[src/shared/fifo_flags_defines.vh]
`ifndef FIFO_FLAGS_DEFINES_VH
`define FIFO_FLAGS_DEFINES_VH

// ****************************************
// storage geometry
// ****************************************
`define FIFO_DATA_W 9
`define FIFO_ADDR_W 6
`define FIFO_PTR_W 7
`define FIFO_DEPTH 7'h40

// ****************************************
// offset registers
// ****************************************
`define OFFSET_REG_W 8
`define OFFSET_LOW_DEFAULT 8'h07
`define OFFSET_HIGH_DEFAULT 8'h00
`define OFFSET_USED_W 6

// ****************************************
// pointer crossing depth
// ****************************************
`define SYNC_STAGES 2

`endif

[src/hw/ptr_sync.v]
`include "fifo_flags_defines.vh"

// two-stage carrier for a gray-coded pointer; stage one feeds only stage two
module ptr_sync (
  input wire i_clk_sys,
  input wire i_rst,
  input wire [`FIFO_PTR_W-1:0] i_gray,
  output reg [`FIFO_PTR_W-1:0] o_gray
);
  reg [`FIFO_PTR_W-1:0] stage_one;

  always @(posedge i_clk_sys) begin
    if (i_rst) begin
      stage_one <= {`FIFO_PTR_W{1'b0}};
      o_gray <= {`FIFO_PTR_W{1'b0}};
    end else begin
      stage_one <= i_gray;
      o_gray <= stage_one;
    end
  end
endmodule

[src/hw/flag_offset_regs.v]
`include "fifo_flags_defines.vh"

module flag_offset_regs (
  input wire i_clk_sys,
  input wire i_rst,
  input wire i_load,
  input wire i_fetch,
  input wire [`OFFSET_REG_W-1:0] i_data_in,
  output reg [`OFFSET_REG_W-1:0] o_fetch_word,
  output wire [`OFFSET_USED_W-1:0] o_empty_offset,
  output wire [`OFFSET_USED_W-1:0] o_full_offset
);
  localparam [3:0] SEL_EMPTY_LOW = 4'h1;
  localparam [3:0] SEL_EMPTY_HIGH = 4'h2;
  localparam [3:0] SEL_FULL_LOW = 4'h4;
  localparam [3:0] SEL_FULL_HIGH = 4'h8;

  reg [3:0] sel;
  reg [`OFFSET_REG_W-1:0] empty_offset_low;
  reg [`OFFSET_REG_W-1:0] empty_offset_high;
  reg [`OFFSET_REG_W-1:0] full_offset_low;
  reg [`OFFSET_REG_W-1:0] full_offset_high;
  wire [15:0] empty_word;
  wire [15:0] full_word;

  // high register above low; depth only needs the low bits
  assign empty_word = {empty_offset_high, empty_offset_low};
  assign full_word = {full_offset_high, full_offset_low};
  assign o_empty_offset = empty_word[`OFFSET_USED_W-1:0];
  assign o_full_offset = full_word[`OFFSET_USED_W-1:0];

  always @* begin
    case (sel)
      SEL_EMPTY_LOW: o_fetch_word = empty_offset_low;
      SEL_EMPTY_HIGH: o_fetch_word = empty_offset_high;
      SEL_FULL_LOW: o_fetch_word = full_offset_low;
      SEL_FULL_HIGH: o_fetch_word = full_offset_high;
      default: o_fetch_word = 8'h00;
    endcase
  end

  // load and fetch share one rotating position; if both arrive, the fetch reads the old value, the load writes, and the position steps once
  always @(posedge i_clk_sys) begin
    if (i_rst) begin
      sel <= SEL_EMPTY_LOW;
      empty_offset_low <= `OFFSET_LOW_DEFAULT;
      empty_offset_high <= `OFFSET_HIGH_DEFAULT;
      full_offset_low <= `OFFSET_LOW_DEFAULT;
      full_offset_high <= `OFFSET_HIGH_DEFAULT;
    end else if (i_load || i_fetch) begin
      if (i_load) begin
        case (sel)
          SEL_EMPTY_LOW: empty_offset_low <= i_data_in;
          SEL_EMPTY_HIGH: empty_offset_high <= i_data_in;
          SEL_FULL_LOW: full_offset_low <= i_data_in;
          SEL_FULL_HIGH: full_offset_high <= i_data_in;
          default: empty_offset_low <= empty_offset_low;
        endcase
      end
      // fourth step wraps to the first register; position survives mode changes
      case (sel)
        SEL_EMPTY_LOW: sel <= SEL_EMPTY_HIGH;
        SEL_EMPTY_HIGH: sel <= SEL_FULL_LOW;
        SEL_FULL_LOW: sel <= SEL_FULL_HIGH;
        SEL_FULL_HIGH: sel <= SEL_EMPTY_LOW;
        default: sel <= SEL_EMPTY_LOW;
      endcase
    end
  end
endmodule

[src/hw/dual_clock_fifo_flags.v]
`include "fifo_flags_defines.vh"

// How it works
// reset-time high pin selects second write enable
// reset-time low pin selects offset load mode
// both enables active store next word
// either enable inactive holds input register
// full drives flag low, blocks writes
// read from full FIFO releases full flag
// four eight-bit offset registers, write and read
// loads rotate empty-low, empty-high, full-low, full-high
// leaving load mode keeps sequence position
// offset readback follows the same rotation
// never read and write offsets together
// full after depth writes without reads
// full flags change only on write edges
// empty flags change only on read edges
// empty when read pointer equals write pointer
// almost full at depth minus m words
// default full offset is seven
// almost empty while count at most n
// default empty offset is seven
// reset clears pointers, flags, output; offsets return to defaults
// valid read loads next word to output
// output drive low enables data outputs
// offset is high register above low register
// pointers cross through gray two-stage synchronisers
module dual_clock_fifo_flags (
  input wire i_clk_sys,
  input wire i_rst,
  input wire i_wclk,
  input wire i_rclk,
  input wire [`FIFO_DATA_W-1:0] i_data_in,
  input wire i_write_enable_a_n,
  input wire i_write_enable_b_or_load,
  input wire i_read_enable_a_n,
  input wire i_read_enable_b_n,
  input wire i_output_drive_n,
  output reg [`FIFO_DATA_W-1:0] o_data_out,
  output wire o_data_out_oe,
  output reg o_full_flag_n,
  output reg o_empty_flag_n,
  output reg o_prog_almost_full_n,
  output reg o_prog_almost_empty_n,
  output reg o_dual_write_mode
);
  // ****************************************
  // helpers
  // ****************************************
  function [`FIFO_PTR_W-1:0] to_gray;
    input [`FIFO_PTR_W-1:0] bin;
    begin
      to_gray = bin ^ (bin >> 1);
    end
  endfunction

  function [`FIFO_PTR_W-1:0] from_gray;
    input [`FIFO_PTR_W-1:0] gray;
    integer k;
    begin
      from_gray[`FIFO_PTR_W-1] = gray[`FIFO_PTR_W-1];
      for (k = `FIFO_PTR_W - 2; k >= 0; k = k - 1) begin
        from_gray[k] = from_gray[k + 1] ^ gray[k];
      end
    end
  endfunction

  // pointers carry one wrap bit, so the difference is the fill level even across a wrap
  function [`FIFO_PTR_W-1:0] ptr_distance;
    input [`FIFO_PTR_W-1:0] ahead;
    input [`FIFO_PTR_W-1:0] behind;
    begin
      ptr_distance = ahead - behind;
    end
  endfunction

  // ****************************************
  // port clock edges
  // ****************************************
  // write and read clocks are sampled pins; their rising edges pace each side
  reg wclk_q;
  reg rclk_q;
  wire w_edge;
  wire r_edge;

  always @(posedge i_clk_sys) begin
    if (i_rst) begin
      wclk_q <= 1'b0;
      rclk_q <= 1'b0;
    end else begin
      wclk_q <= i_wclk;
      rclk_q <= i_rclk;
    end
  end

  assign w_edge = i_wclk & ~wclk_q;
  assign r_edge = i_rclk & ~rclk_q;

  // ****************************************
  // mode capture
  // ****************************************
  // the level is caught by the clock while reset is held, then frozen
  // a pin moving on the last reset clock still decides the mode; hold it steady through release
  always @(posedge i_clk_sys) begin
    if (i_rst) begin
      o_dual_write_mode <= i_write_enable_b_or_load;
    end
  end

  // ****************************************
  // request decode
  // ****************************************
  wire write_req;
  wire write_fire;
  wire read_req;
  wire read_fire;
  wire offset_load;
  wire offset_fetch;
  wire load_mode;
  wire [`OFFSET_REG_W-1:0] fetch_word;
  wire [`OFFSET_USED_W-1:0] empty_offset;
  wire [`OFFSET_USED_W-1:0] full_offset;

  // in either mode a data write needs enable a low and the shared pin high
  assign write_req = w_edge & ~i_write_enable_a_n & i_write_enable_b_or_load;
  assign write_fire = write_req & o_full_flag_n;
  assign read_req = r_edge & ~i_read_enable_a_n & ~i_read_enable_b_n;

  // ****************************************
  // offset access
  // ****************************************
  assign load_mode = ~o_dual_write_mode;
  assign offset_load = load_mode & w_edge & ~i_write_enable_a_n & ~i_write_enable_b_or_load;
  assign offset_fetch = load_mode & read_req & ~i_write_enable_b_or_load;
  // a fetch of an offset replaces the data read in that cycle
  assign read_fire = read_req & ~offset_fetch & o_empty_flag_n;

  flag_offset_regs u_offsets (
    .i_clk_sys(i_clk_sys),
    .i_rst(i_rst),
    .i_load(offset_load),
    .i_fetch(offset_fetch),
    .i_data_in(i_data_in[`OFFSET_REG_W-1:0]),
    .o_fetch_word(fetch_word),
    .o_empty_offset(empty_offset),
    .o_full_offset(full_offset)
  );

  // ****************************************
  // storage and pointers
  // ****************************************
  reg [`FIFO_DATA_W-1:0] mem [0:(1 << `FIFO_ADDR_W) - 1];
  reg [`FIFO_DATA_W-1:0] input_word;
  reg [`FIFO_PTR_W-1:0] wptr;
  reg [`FIFO_PTR_W-1:0] rptr;
  reg [`FIFO_PTR_W-1:0] wptr_gray;
  reg [`FIFO_PTR_W-1:0] rptr_gray;
  wire [`FIFO_PTR_W-1:0] next_wptr;
  wire [`FIFO_PTR_W-1:0] next_rptr;
  wire [`FIFO_PTR_W-1:0] next_wptr_gray;
  wire [`FIFO_PTR_W-1:0] next_rptr_gray;
  reg [`FIFO_DATA_W-1:0] next_data_out;

  assign next_wptr = wptr + {{(`FIFO_PTR_W - 1){1'b0}}, write_fire};
  assign next_rptr = rptr + {{(`FIFO_PTR_W - 1){1'b0}}, read_fire};
  // only one bit of a gray pointer moves per step, so a half-caught value is still a neighbour
  assign next_wptr_gray = to_gray(next_wptr);
  assign next_rptr_gray = to_gray(next_rptr);

  // output register: an offset fetch takes the slot of a data read
  always @* begin
    next_data_out = o_data_out;
    if (offset_fetch) begin
      next_data_out = {1'b0, fetch_word};
    end else if (read_fire) begin
      next_data_out = mem[rptr[`FIFO_ADDR_W-1:0]];
    end
  end

  always @(posedge i_clk_sys) begin
    if (write_fire) begin
      mem[wptr[`FIFO_ADDR_W-1:0]] <= i_data_in;
    end
  end

  always @(posedge i_clk_sys) begin
    if (i_rst) begin
      wptr <= {`FIFO_PTR_W{1'b0}};
      wptr_gray <= {`FIFO_PTR_W{1'b0}};
      input_word <= {`FIFO_DATA_W{1'b0}};
    end else begin
      wptr <= next_wptr;
      wptr_gray <= next_wptr_gray;
      if (write_fire) begin
        input_word <= i_data_in;
      end
    end
  end

  always @(posedge i_clk_sys) begin
    if (i_rst) begin
      rptr <= {`FIFO_PTR_W{1'b0}};
      rptr_gray <= {`FIFO_PTR_W{1'b0}};
      o_data_out <= {`FIFO_DATA_W{1'b0}};
    end else begin
      rptr <= next_rptr;
      rptr_gray <= next_rptr_gray;
      o_data_out <= next_data_out;
    end
  end

  assign o_data_out_oe = ~i_output_drive_n;

  // ****************************************
  // pointer crossing
  // ****************************************
  wire [`FIFO_PTR_W-1:0] rptr_gray_at_write;
  wire [`FIFO_PTR_W-1:0] wptr_gray_at_read;

  ptr_sync u_rptr_to_write (
    .i_clk_sys(i_clk_sys),
    .i_rst(i_rst),
    .i_gray(rptr_gray),
    .o_gray(rptr_gray_at_write)
  );

  ptr_sync u_wptr_to_read (
    .i_clk_sys(i_clk_sys),
    .i_rst(i_rst),
    .i_gray(wptr_gray),
    .o_gray(wptr_gray_at_read)
  );

  // ****************************************
  // flags
  // ****************************************
  // counts lag the far side by the crossing, so flags are pessimistic, never wrong
  wire [`FIFO_PTR_W-1:0] write_side_count;
  wire [`FIFO_PTR_W-1:0] read_side_count;
  wire [`FIFO_PTR_W-1:0] almost_full_level;
  wire [`FIFO_PTR_W-1:0] almost_empty_level;

  assign write_side_count = ptr_distance(next_wptr, from_gray(rptr_gray_at_write));
  assign read_side_count = ptr_distance(from_gray(wptr_gray_at_read), next_rptr);
  assign almost_full_level = `FIFO_DEPTH - {1'b0, full_offset};
  assign almost_empty_level = {1'b0, empty_offset};

  // ****************************************
  // write-side flag next values
  // ****************************************
  // recomputed only on a write pin edge; between edges the pair holds its level
  reg next_full_flag_n;
  reg next_prog_almost_full_n;

  always @* begin
    next_full_flag_n = o_full_flag_n;
    next_prog_almost_full_n = o_prog_almost_full_n;
    if (w_edge) begin
      next_full_flag_n = ~(write_side_count == `FIFO_DEPTH);
      next_prog_almost_full_n = ~(write_side_count >= almost_full_level);
    end
  end

  // ****************************************
  // read-side flag next values
  // ****************************************
  // the crossed write pointer lags, so empty may stay low a few clocks after a write
  reg next_empty_flag_n;
  reg next_prog_almost_empty_n;

  always @* begin
    next_empty_flag_n = o_empty_flag_n;
    next_prog_almost_empty_n = o_prog_almost_empty_n;
    if (r_edge) begin
      next_empty_flag_n = ~(read_side_count == {`FIFO_PTR_W{1'b0}});
      next_prog_almost_empty_n = ~(read_side_count <= almost_empty_level);
    end
  end

  // ****************************************
  // flag registers
  // ****************************************
  always @(posedge i_clk_sys) begin
    if (i_rst) begin
      o_full_flag_n <= 1'b1;
      o_prog_almost_full_n <= 1'b1;
    end else begin
      o_full_flag_n <= next_full_flag_n;
      o_prog_almost_full_n <= next_prog_almost_full_n;
    end
  end

  always @(posedge i_clk_sys) begin
    if (i_rst) begin
      o_empty_flag_n <= 1'b0;
      o_prog_almost_empty_n <= 1'b0;
    end else begin
      o_empty_flag_n <= next_empty_flag_n;
      o_prog_almost_empty_n <= next_prog_almost_empty_n;
    end
  end
endmodule

[config.mk]
export PLATFORM = sky130hd
export DESIGN_NAME = dual_clock_fifo_flags
export DESIGN_NICKNAME = d
export VERILOG_FILES = /design/src/hw/ptr_sync.v /design/src/hw/flag_offset_regs.v /design/src/hw/dual_clock_fifo_flags.v
export VERILOG_INCLUDE_DIRS = /design/src /design/src/shared
export SDC_FILE = /design/constraint.sdc
export NUM_CORES = 1
export LEC_CHECK = 0
export CORE_ASPECT_RATIO = 1.5
export CORE_MARGIN = 5
export CORE_UTILIZATION = 65
export CTS_CLUSTER_DIAMETER = 40
export CTS_CLUSTER_SIZE = 20
export DETAILED_ROUTE_END_ITERATION = 6
export DONT_BUFFER_PORTS = 1
export HOLD_SLACK_MARGIN = 0.06
export PLACE_DENSITY_LB_ADDON = 0.3
export SETUP_SLACK_MARGIN = 0.15
export SLEW_MARGIN = 20
export SYNTH_ARGS = -nofsm -noshare
export SYNTH_HDL_FRONTEND = slang
export SYNTH_HIERARCHICAL = 1
export SYNTH_SLANG_ARGS = --single-unit
export TNS_END_PERCENT = 10
[constraint.sdc]
create_clock -name i_clk_sys -period 9.3 [get_ports i_clk_sys]
set_clock_uncertainty 0.05 [all_clocks]
set_input_delay 1.86 -clock i_clk_sys [delete_from_list [all_inputs] [get_ports i_clk_sys]]
set_output_delay 1.86 -clock i_clk_sys [all_outputs]
set_load 0.005 [all_outputs]
; Word level (Yosys, flattened, before mapping)
; Memory sizes are Yosys's and may differ from the RTL's. A register that Yosys moved wholly into a read port is not among the register bits.
; Index checks and enable logic that the tools add are counted.
[totals]
ff_bits = 108
latch_bits = 0
mem_bits_rw = 576
mem_bits_ro = 0
out_inout_bits = 15
n_memories = 1
[classes]
addsub = 5
n_mul = 0
div_mod_pow = 0
magnitude_cmp = 2
n_eq_ne = 5
shift = 0
mux = 7
n_bitwise = 41
n_reduce_logical = 8
[memory_table]
columns = memory, depth, word_bits, rd, rd_ports_with_merged_regs, write_ports, line
row1 = mem, 64, 9, 1, 1, 1, dual_clock_fifo_flags.v:152  ; reg [`FIFO_DATA_W-1:0] mem [0:(1 << `FIFO_ADDR_W) - 1];
[ops]
columns = op, count
row1 = one-hot mux 8 bit (4 select lines), 1
row2 = two-way mux 8 bit, 2
row3 = adder 7 x 1 -> 7 bit, 2
row4 = AND 1 bit, 14
row5 = subtractor 7 bit, 2
row6 = bitwise XOR 7 x 6 -> 7 bit, 2
row7 = NOT 1 bit, 13
row8 = one-hot mux 4 bit (3 select lines), 1
row9 = AND reduction 3 bit, 4
row10 = bitwise XOR 1 bit, 12
row11 = "equality test 7 bit, second input constant", 1
row12 = >= comparator 7 bit, 1
row13 = <= comparator 7 x 6 -> 1 bit, 1
row14 = logical NOT 7 bit, 1
row15 = "subtractor 7 x 6 -> 7 bit, first input constant", 1
row16 = two-way mux 6 bit, 1
row17 = "equality test 4 x 1 -> 1 bit, second input constant", 1
row18 = "equality test 4 x 2 -> 1 bit, second input constant", 1
row19 = "equality test 4 x 3 -> 1 bit, second input constant", 1
row20 = "equality test 4 bit, second input constant", 1
row21 = two-way mux 1 bit, 2
row22 = nonzero test 2 bit, 1
row23 = OR reduction 2 bit, 1
row24 = logical OR 1 bit, 1

; Longest topological paths before layout
[logic_depth]
ltp_word = 13
mapped_depth = 19
ltp_nobuf = 18

; Cells and area by module
; Netlist, hierarchy kept.
[by_module_without_submodules]
columns = module, n_inst, cells_each, area_each_um2, seq_area_each_um2
row1 = dual_clock_fifo_flags, 1, 1360, 25146.6, 18147.4
row2 = flag_offset_regs, 1, 189, 1810.5, 720.7
row3 = ptr_sync, 2, 29, 407.9, 280.3

; Worst setup path after synthesis
; Ideal clock, no wire load.
[synth_path]
kind = input port to flip-flop
startpoint = input port i_rclk
endpoint = register o_prog_almost_empty_n
t_arrival_ns = 5.033
required_ns = 9.159
path_slack_ns = 4.126
path_stages = 17
path_buffers = 1
path_cell_list = nor2b_1 -> clkbuf_1 -> nand3_1 -> nor2_1 -> ha_1 -> ha_1 -> nand3_1 -> xor2_1 -> ha_1 -> and3_1 -> a211oi_1 -> o211ai_1 -> ha_1 -> nand3_1 -> o21ai_0 -> o21ai_0 -> a311oi_1
[synth_via]
elab_chain_len = 12
[synth_rtl]
columns = item, line
row1 = start: declaration, dual_clock_fifo_flags.v:32  ; input wire i_rclk,
row2 = AND 1 bit (*), dual_clock_fifo_flags.v:97  ; assign r_edge = i_rclk & ~rclk_q;
row3 = AND 1 bit (*) (2 in series), dual_clock_fifo_flags.v:127  ; assign read_req = r_edge & ~i_read_enable_a_n & ~i_read_enable_b_n;
row4 = AND 1 bit (2 in series), dual_clock_fifo_flags.v:134  ; assign offset_fetch = load_mode & read_req & ~i_write_enable_b_or_load;
row5 = NOT 1 bit, dual_clock_fifo_flags.v:136  ; assign read_fire = read_req & ~offset_fetch & o_empty_flag_n;
row6 = AND 1 bit (*) (2 in series), dual_clock_fifo_flags.v:136
row7 = via read_fire, dual_clock_fifo_flags.v:116  ; wire read_fire;
row8 = adder 7 x 1 -> 7 bit (*), dual_clock_fifo_flags.v:165  ; assign next_rptr = rptr + {{(`FIFO_PTR_W - 1){1'b0}}, read_fire};
row9 = subtractor 7 bit (*), dual_clock_fifo_flags.v:73  ; ptr_distance = ahead - behind;
row10 = <= comparator 7 x 6 -> 1 bit (*), dual_clock_fifo_flags.v:276  ; next_prog_almost_empty_n = ~(read_side_count <= almost_empty_level);
row11 = NOT 1 bit (*), dual_clock_fifo_flags.v:276
row12 = end signal: assignment, dual_clock_fifo_flags.v:299  ; o_prog_almost_empty_n <= next_prog_almost_empty_n;
row13 = end: declaration, dual_clock_fifo_flags.v:44  ; output reg o_prog_almost_empty_n,
; Mark *: on every way through the listed nets, which the timed path passes. The rest lies on a longest branch.
; A chain may end at the register's enable or synchronous reset.

; Worst setup path after layout
; Same ends and word-level chain as after synthesis.

==> results.txt <==
The run finished with clean final reports. Routability-driven placement finished with a final weighted congestion of 0.906. The highest cell delay on the worst timing path is 440 ps.

The number of nets handed over by synthesis was 1657. The initial antenna violation count was 0. Entering global routing, the biggest net connects 119 pins.

Power share of the sequential group: 58.4%. The number of gates resized after CTS was 0. During synthesis, Yosys emitted a total of 6 warnings. The combinational share of power was 1.1%; the switching power as a share of total power was 20.5%. Clock tree synthesis inserted a total of 52 buffers. The run gives 4520 µW as the internal power of the cells. The worst setup path is captured at a register. The per-instance average area after synthesis came out at 17.3 µm². Classification of the worst setup path: in2reg.

The final count of pins violating max slew is 0. The number of buffers on the longest clock path is 3, and the share of the cycle needed by the critical path after routing is 57.7%. With fillers left out, the area of the finished cells amounts to 29700 µm². For the layout net count, the log shows 1627. Data on the critical path arrives at its endpoint at 5800 ps. The fraction of final layout cells sized beyond drive strength 1 works out to 16.4%. Among all flip-flop cells after synthesis, the most frequent one is sky130_fd_sc_hd__edfxtp_1. The signal on the critical path passes through nor2b_1 -> nand3_1 -> nor2_1 -> ha_1 -> ha_1 -> nand3_1 -> xor2_1 -> ha_1 -> and3_1 -> a211oi_1 -> o211ai_1 -> ha_1 -> nand3_1 -> o21ai_0 -> o21ai_0 -> a311oi_1. Detailed routing inserted a total of 14260 vias. The run gives 68 as the count of distinct cell types in the synthesized netlist. The logs give 0 for the number of hold violations in the final report and 27800 µm² for the cell area after synthesis. The wire-length estimate of the detail-placed layout is 36400 µm. The leading cell type in the layout, fill and taps excluded is sky130_fd_sc_hd__edfxtp_1. Leaving out fill and tap cells, the most frequent cells in the layout are sky130_fd_sc_hd__edfxtp_1 (577), sky130_fd_sc_hd__nor2_1 (133), sky130_fd_sc_hd__mux4_2 (124), sky130_fd_sc_hd__mux2i_1 (113), sky130_fd_sc_hd__dfxtp_1 (102).

Measured against its own limit, the worst slew margin works out to 23.3%. Clock latency on the worst-skew pair, taken at its later pin, is 590 ps. From synthesis to final layout, the design area changed by 6.79%. Across the run, the number of max-cap violations was 0. The logs give 14465 for the number of global-route vias before repair and 5680 µW for the total power.

Setup repair after global routing left no endpoint under its margin. The final instance count without filler cells is 2178. The region available for standard cell placement spans 42100 µm².

The leakage power of the design was 0.00930 µW. IR analysis of the VDD net gives a maximum drop of 0.136 mV. Floorplan die area: 47000 µm². The logs give 1160 µW for the switching power of the nets and 59500 µm for the routed wire length. The worst setup path is launched from a primary input.

Based on the critical path, the design can be clocked at up to 186 MHz. The x dimension of the die came out at 179 µm. For the H-tree depth, the log shows 2. In this run the clock root is driven by a sky130_fd_sc_hd__clkbuf_16. Once detail routing completed, the nets flagged for antenna violations numbered 0. Synthesis inferred 682 register bits.

The y dimension of the die works out to 263 µm. Most numerous cell on the critical path: sky130_fd_sc_hd__ha_1. In this run the cell area measured after placement is 27900 µm². The share of async-settable or async-resettable flops after synthesis was 0%.

The instance count after placement with tap cells included was 2087; the leftover overflow at the end of global routing was 0. The synthesized design contains 577 enable-type register cells. The tools report the source of the critical timing path as i_rclk. The tightest hold path in the finished design has a slack of 387 ps. The final antenna diode count is 0. Setup violations remaining at the end of the flow were counted as 0. The total power divided by cell area was 191 nW/µm². The total I/O pin count is 33.

For this run, the total global-route usage over all layers was measured as 25.6%. The critical-path cell with the highest stage delay is sky130_fd_sc_hd__nor2b_1. The worst register-to-register path begins at rclk_q$_SDFF_PP0_.

The shortest clock period the worst path allows after layout was 5370 ps; the number of setup buffers added after CTS was 0. The number of iterations in the first detailed-routing pass was 7; the endpoint required time on the critical path was 9740 ps. The violation count after the first detailed-route iteration is 1500. The class of the most critical hold timing path is reg2reg. The clock power share is 40.5%, and the maximum fanout encountered on the critical timing path is 10. After detailed routing, the average wire length per cell comes to 27.3 µm.

TritonCTS built the clock tree. For this run, the register share of the synthesized area comes to 70.0%. After clock tree synthesis, the clock-pin slew on the worst setup and hold paths is 70 ps. After detailed routing, the number of vias per cell comes to 6.55. For the pin with the worst max-slew slack, the measured transition is 1150 ps. For the effective utilization at floorplan, the log shows 65.9%. The initialized floorplan defines 92 standard-cell rows. Count of mapped cells out of synthesis: 1607. The port buffer count works out to 0. The tools report the global-route wire length before repair as 89600 µm.

In this run the most critical hold path is launched from u_rptr_to_write/stage_one[2]$_SDFF_PP0_. Buffers inserted to repair hold after CTS numbered 0. The setup TNS after final layout is 0 ps, and the DRC violation count after routing is 0. The clock net in this run drives a total of 682 sinks.
-- cell families (layout without fill, tap and decap cells) --
kind of cell	after synthesis	count (layout)	synth area share [%]
compound gates	151	151	3.62
xor+xnor	47	47	1.56
fa+ha+maj	32	32	1.50
buf+inv	120	127	2.68
flops	682	682	70.0
mux	242	242	14.5
simple gates	333	333	6.19
-- power by group through the flow --
| stage | registers (µW) | logic (µW) | clock network (µW) |
|---|---|---|---|
| 3_5_place_dp | 3390 | 64.2 | 0 |
| 6_report | 3320 | 65.0 | 2300 |
| 3_3_place_gp | 3390 | 62.8 | 0 |
| 5_1_grt | 3320 | 69.6 | 2450 |
| 4_1_cts | 3320 | 64.6 | 2320 |
| 2_1_floorplan | 3380 | 60.1 | 0 |
-- area by class of cell --
type                            count  area [µm²]
Timing Repair Buffer                7        52.6
Fill cell                        2549       12500
Clock inverter                     35         395
Inverter                           29         109
Multi-Input combinational cell    805        7610
Sequential cell                   682       19400
Clock buffer                       56        1350
Tap cell                          564         706
-- flip-flops by register name, indices dropped and copies added, names as in the netlist, 8 cells and up --
name                         flops
mem                            576
u_offsets/empty_offset_high      8
u_offsets/full_offset_high       8
u_offsets/full_offset_low        8
u_offsets/empty_offset_low       8
o_data_out                       9
-- stage by stage --
stage / util, % / setup WS, ps
after floorplan: - / 4130
after global placement: 66.3 / 3500
after detailed placement: 66.3 / 3370
after CTS: 70.4 / 3930
after global routing: 70.4 / 3590
final: 70.4 / 3930
-- layer usage --
layer  wire (µm)  GRT usage, %
met1       21500          33.8
met3        4450          3.63
met2       30200          42.6
met5           0             0
met4        3270          11.6
-- cells in the mapped netlist, drive strengths merged (9+ instances only) --
cell,count,area share (%)
mux4,127,10
a211oi,19,0.53
nor2,135,1.8
xnor2,30,0.97
o22ai,26,0.59
mux2i,113,4.1
xor2,17,0.59
nor2b,41,1.1
nor3,9,0.16
clkbuf,33,0.45
ha,30,1.4
a22oi,29,0.78
o21ai,21,0.38
nand2,47,0.64
nand2b,38,0.86
dfxtp,105,7.6
nand3,21,0.46
a21oi,26,0.47
buf,58,1.8
edfxtp,577,62
inv,27,0.36
-- worst max-delay path, delay by kind of cell --
| family | cells | cell delay [ps] |
|---|---|---|
| xor gates and xnor gates | 1 | 430 |
| AOI/OAI and AO/OA | 5 | 860 |
| and+or+nand+nor | 6 | 1550 |
| adders and majority gates | 4 | 1100 |
-- path summary, 6_finish.rpt --
check / end / depth (start not counted) / slack (ps)
hold reg to reg: u_rptr_to_write/o_gray[2]$_SDFF_PP0_ / 1 / 390
setup / recovery: o_prog_almost_empty_n$_SDFFE_PP0N_ / 16 / 3930
hold / removal: u_rptr_to_write/o_gray[2]$_SDFF_PP0_ / 1 / 390
setup reg to reg: o_prog_almost_empty_n$_SDFFE_PP0N_ / 16 / 4930
Power figures use the tool's default switching activity.
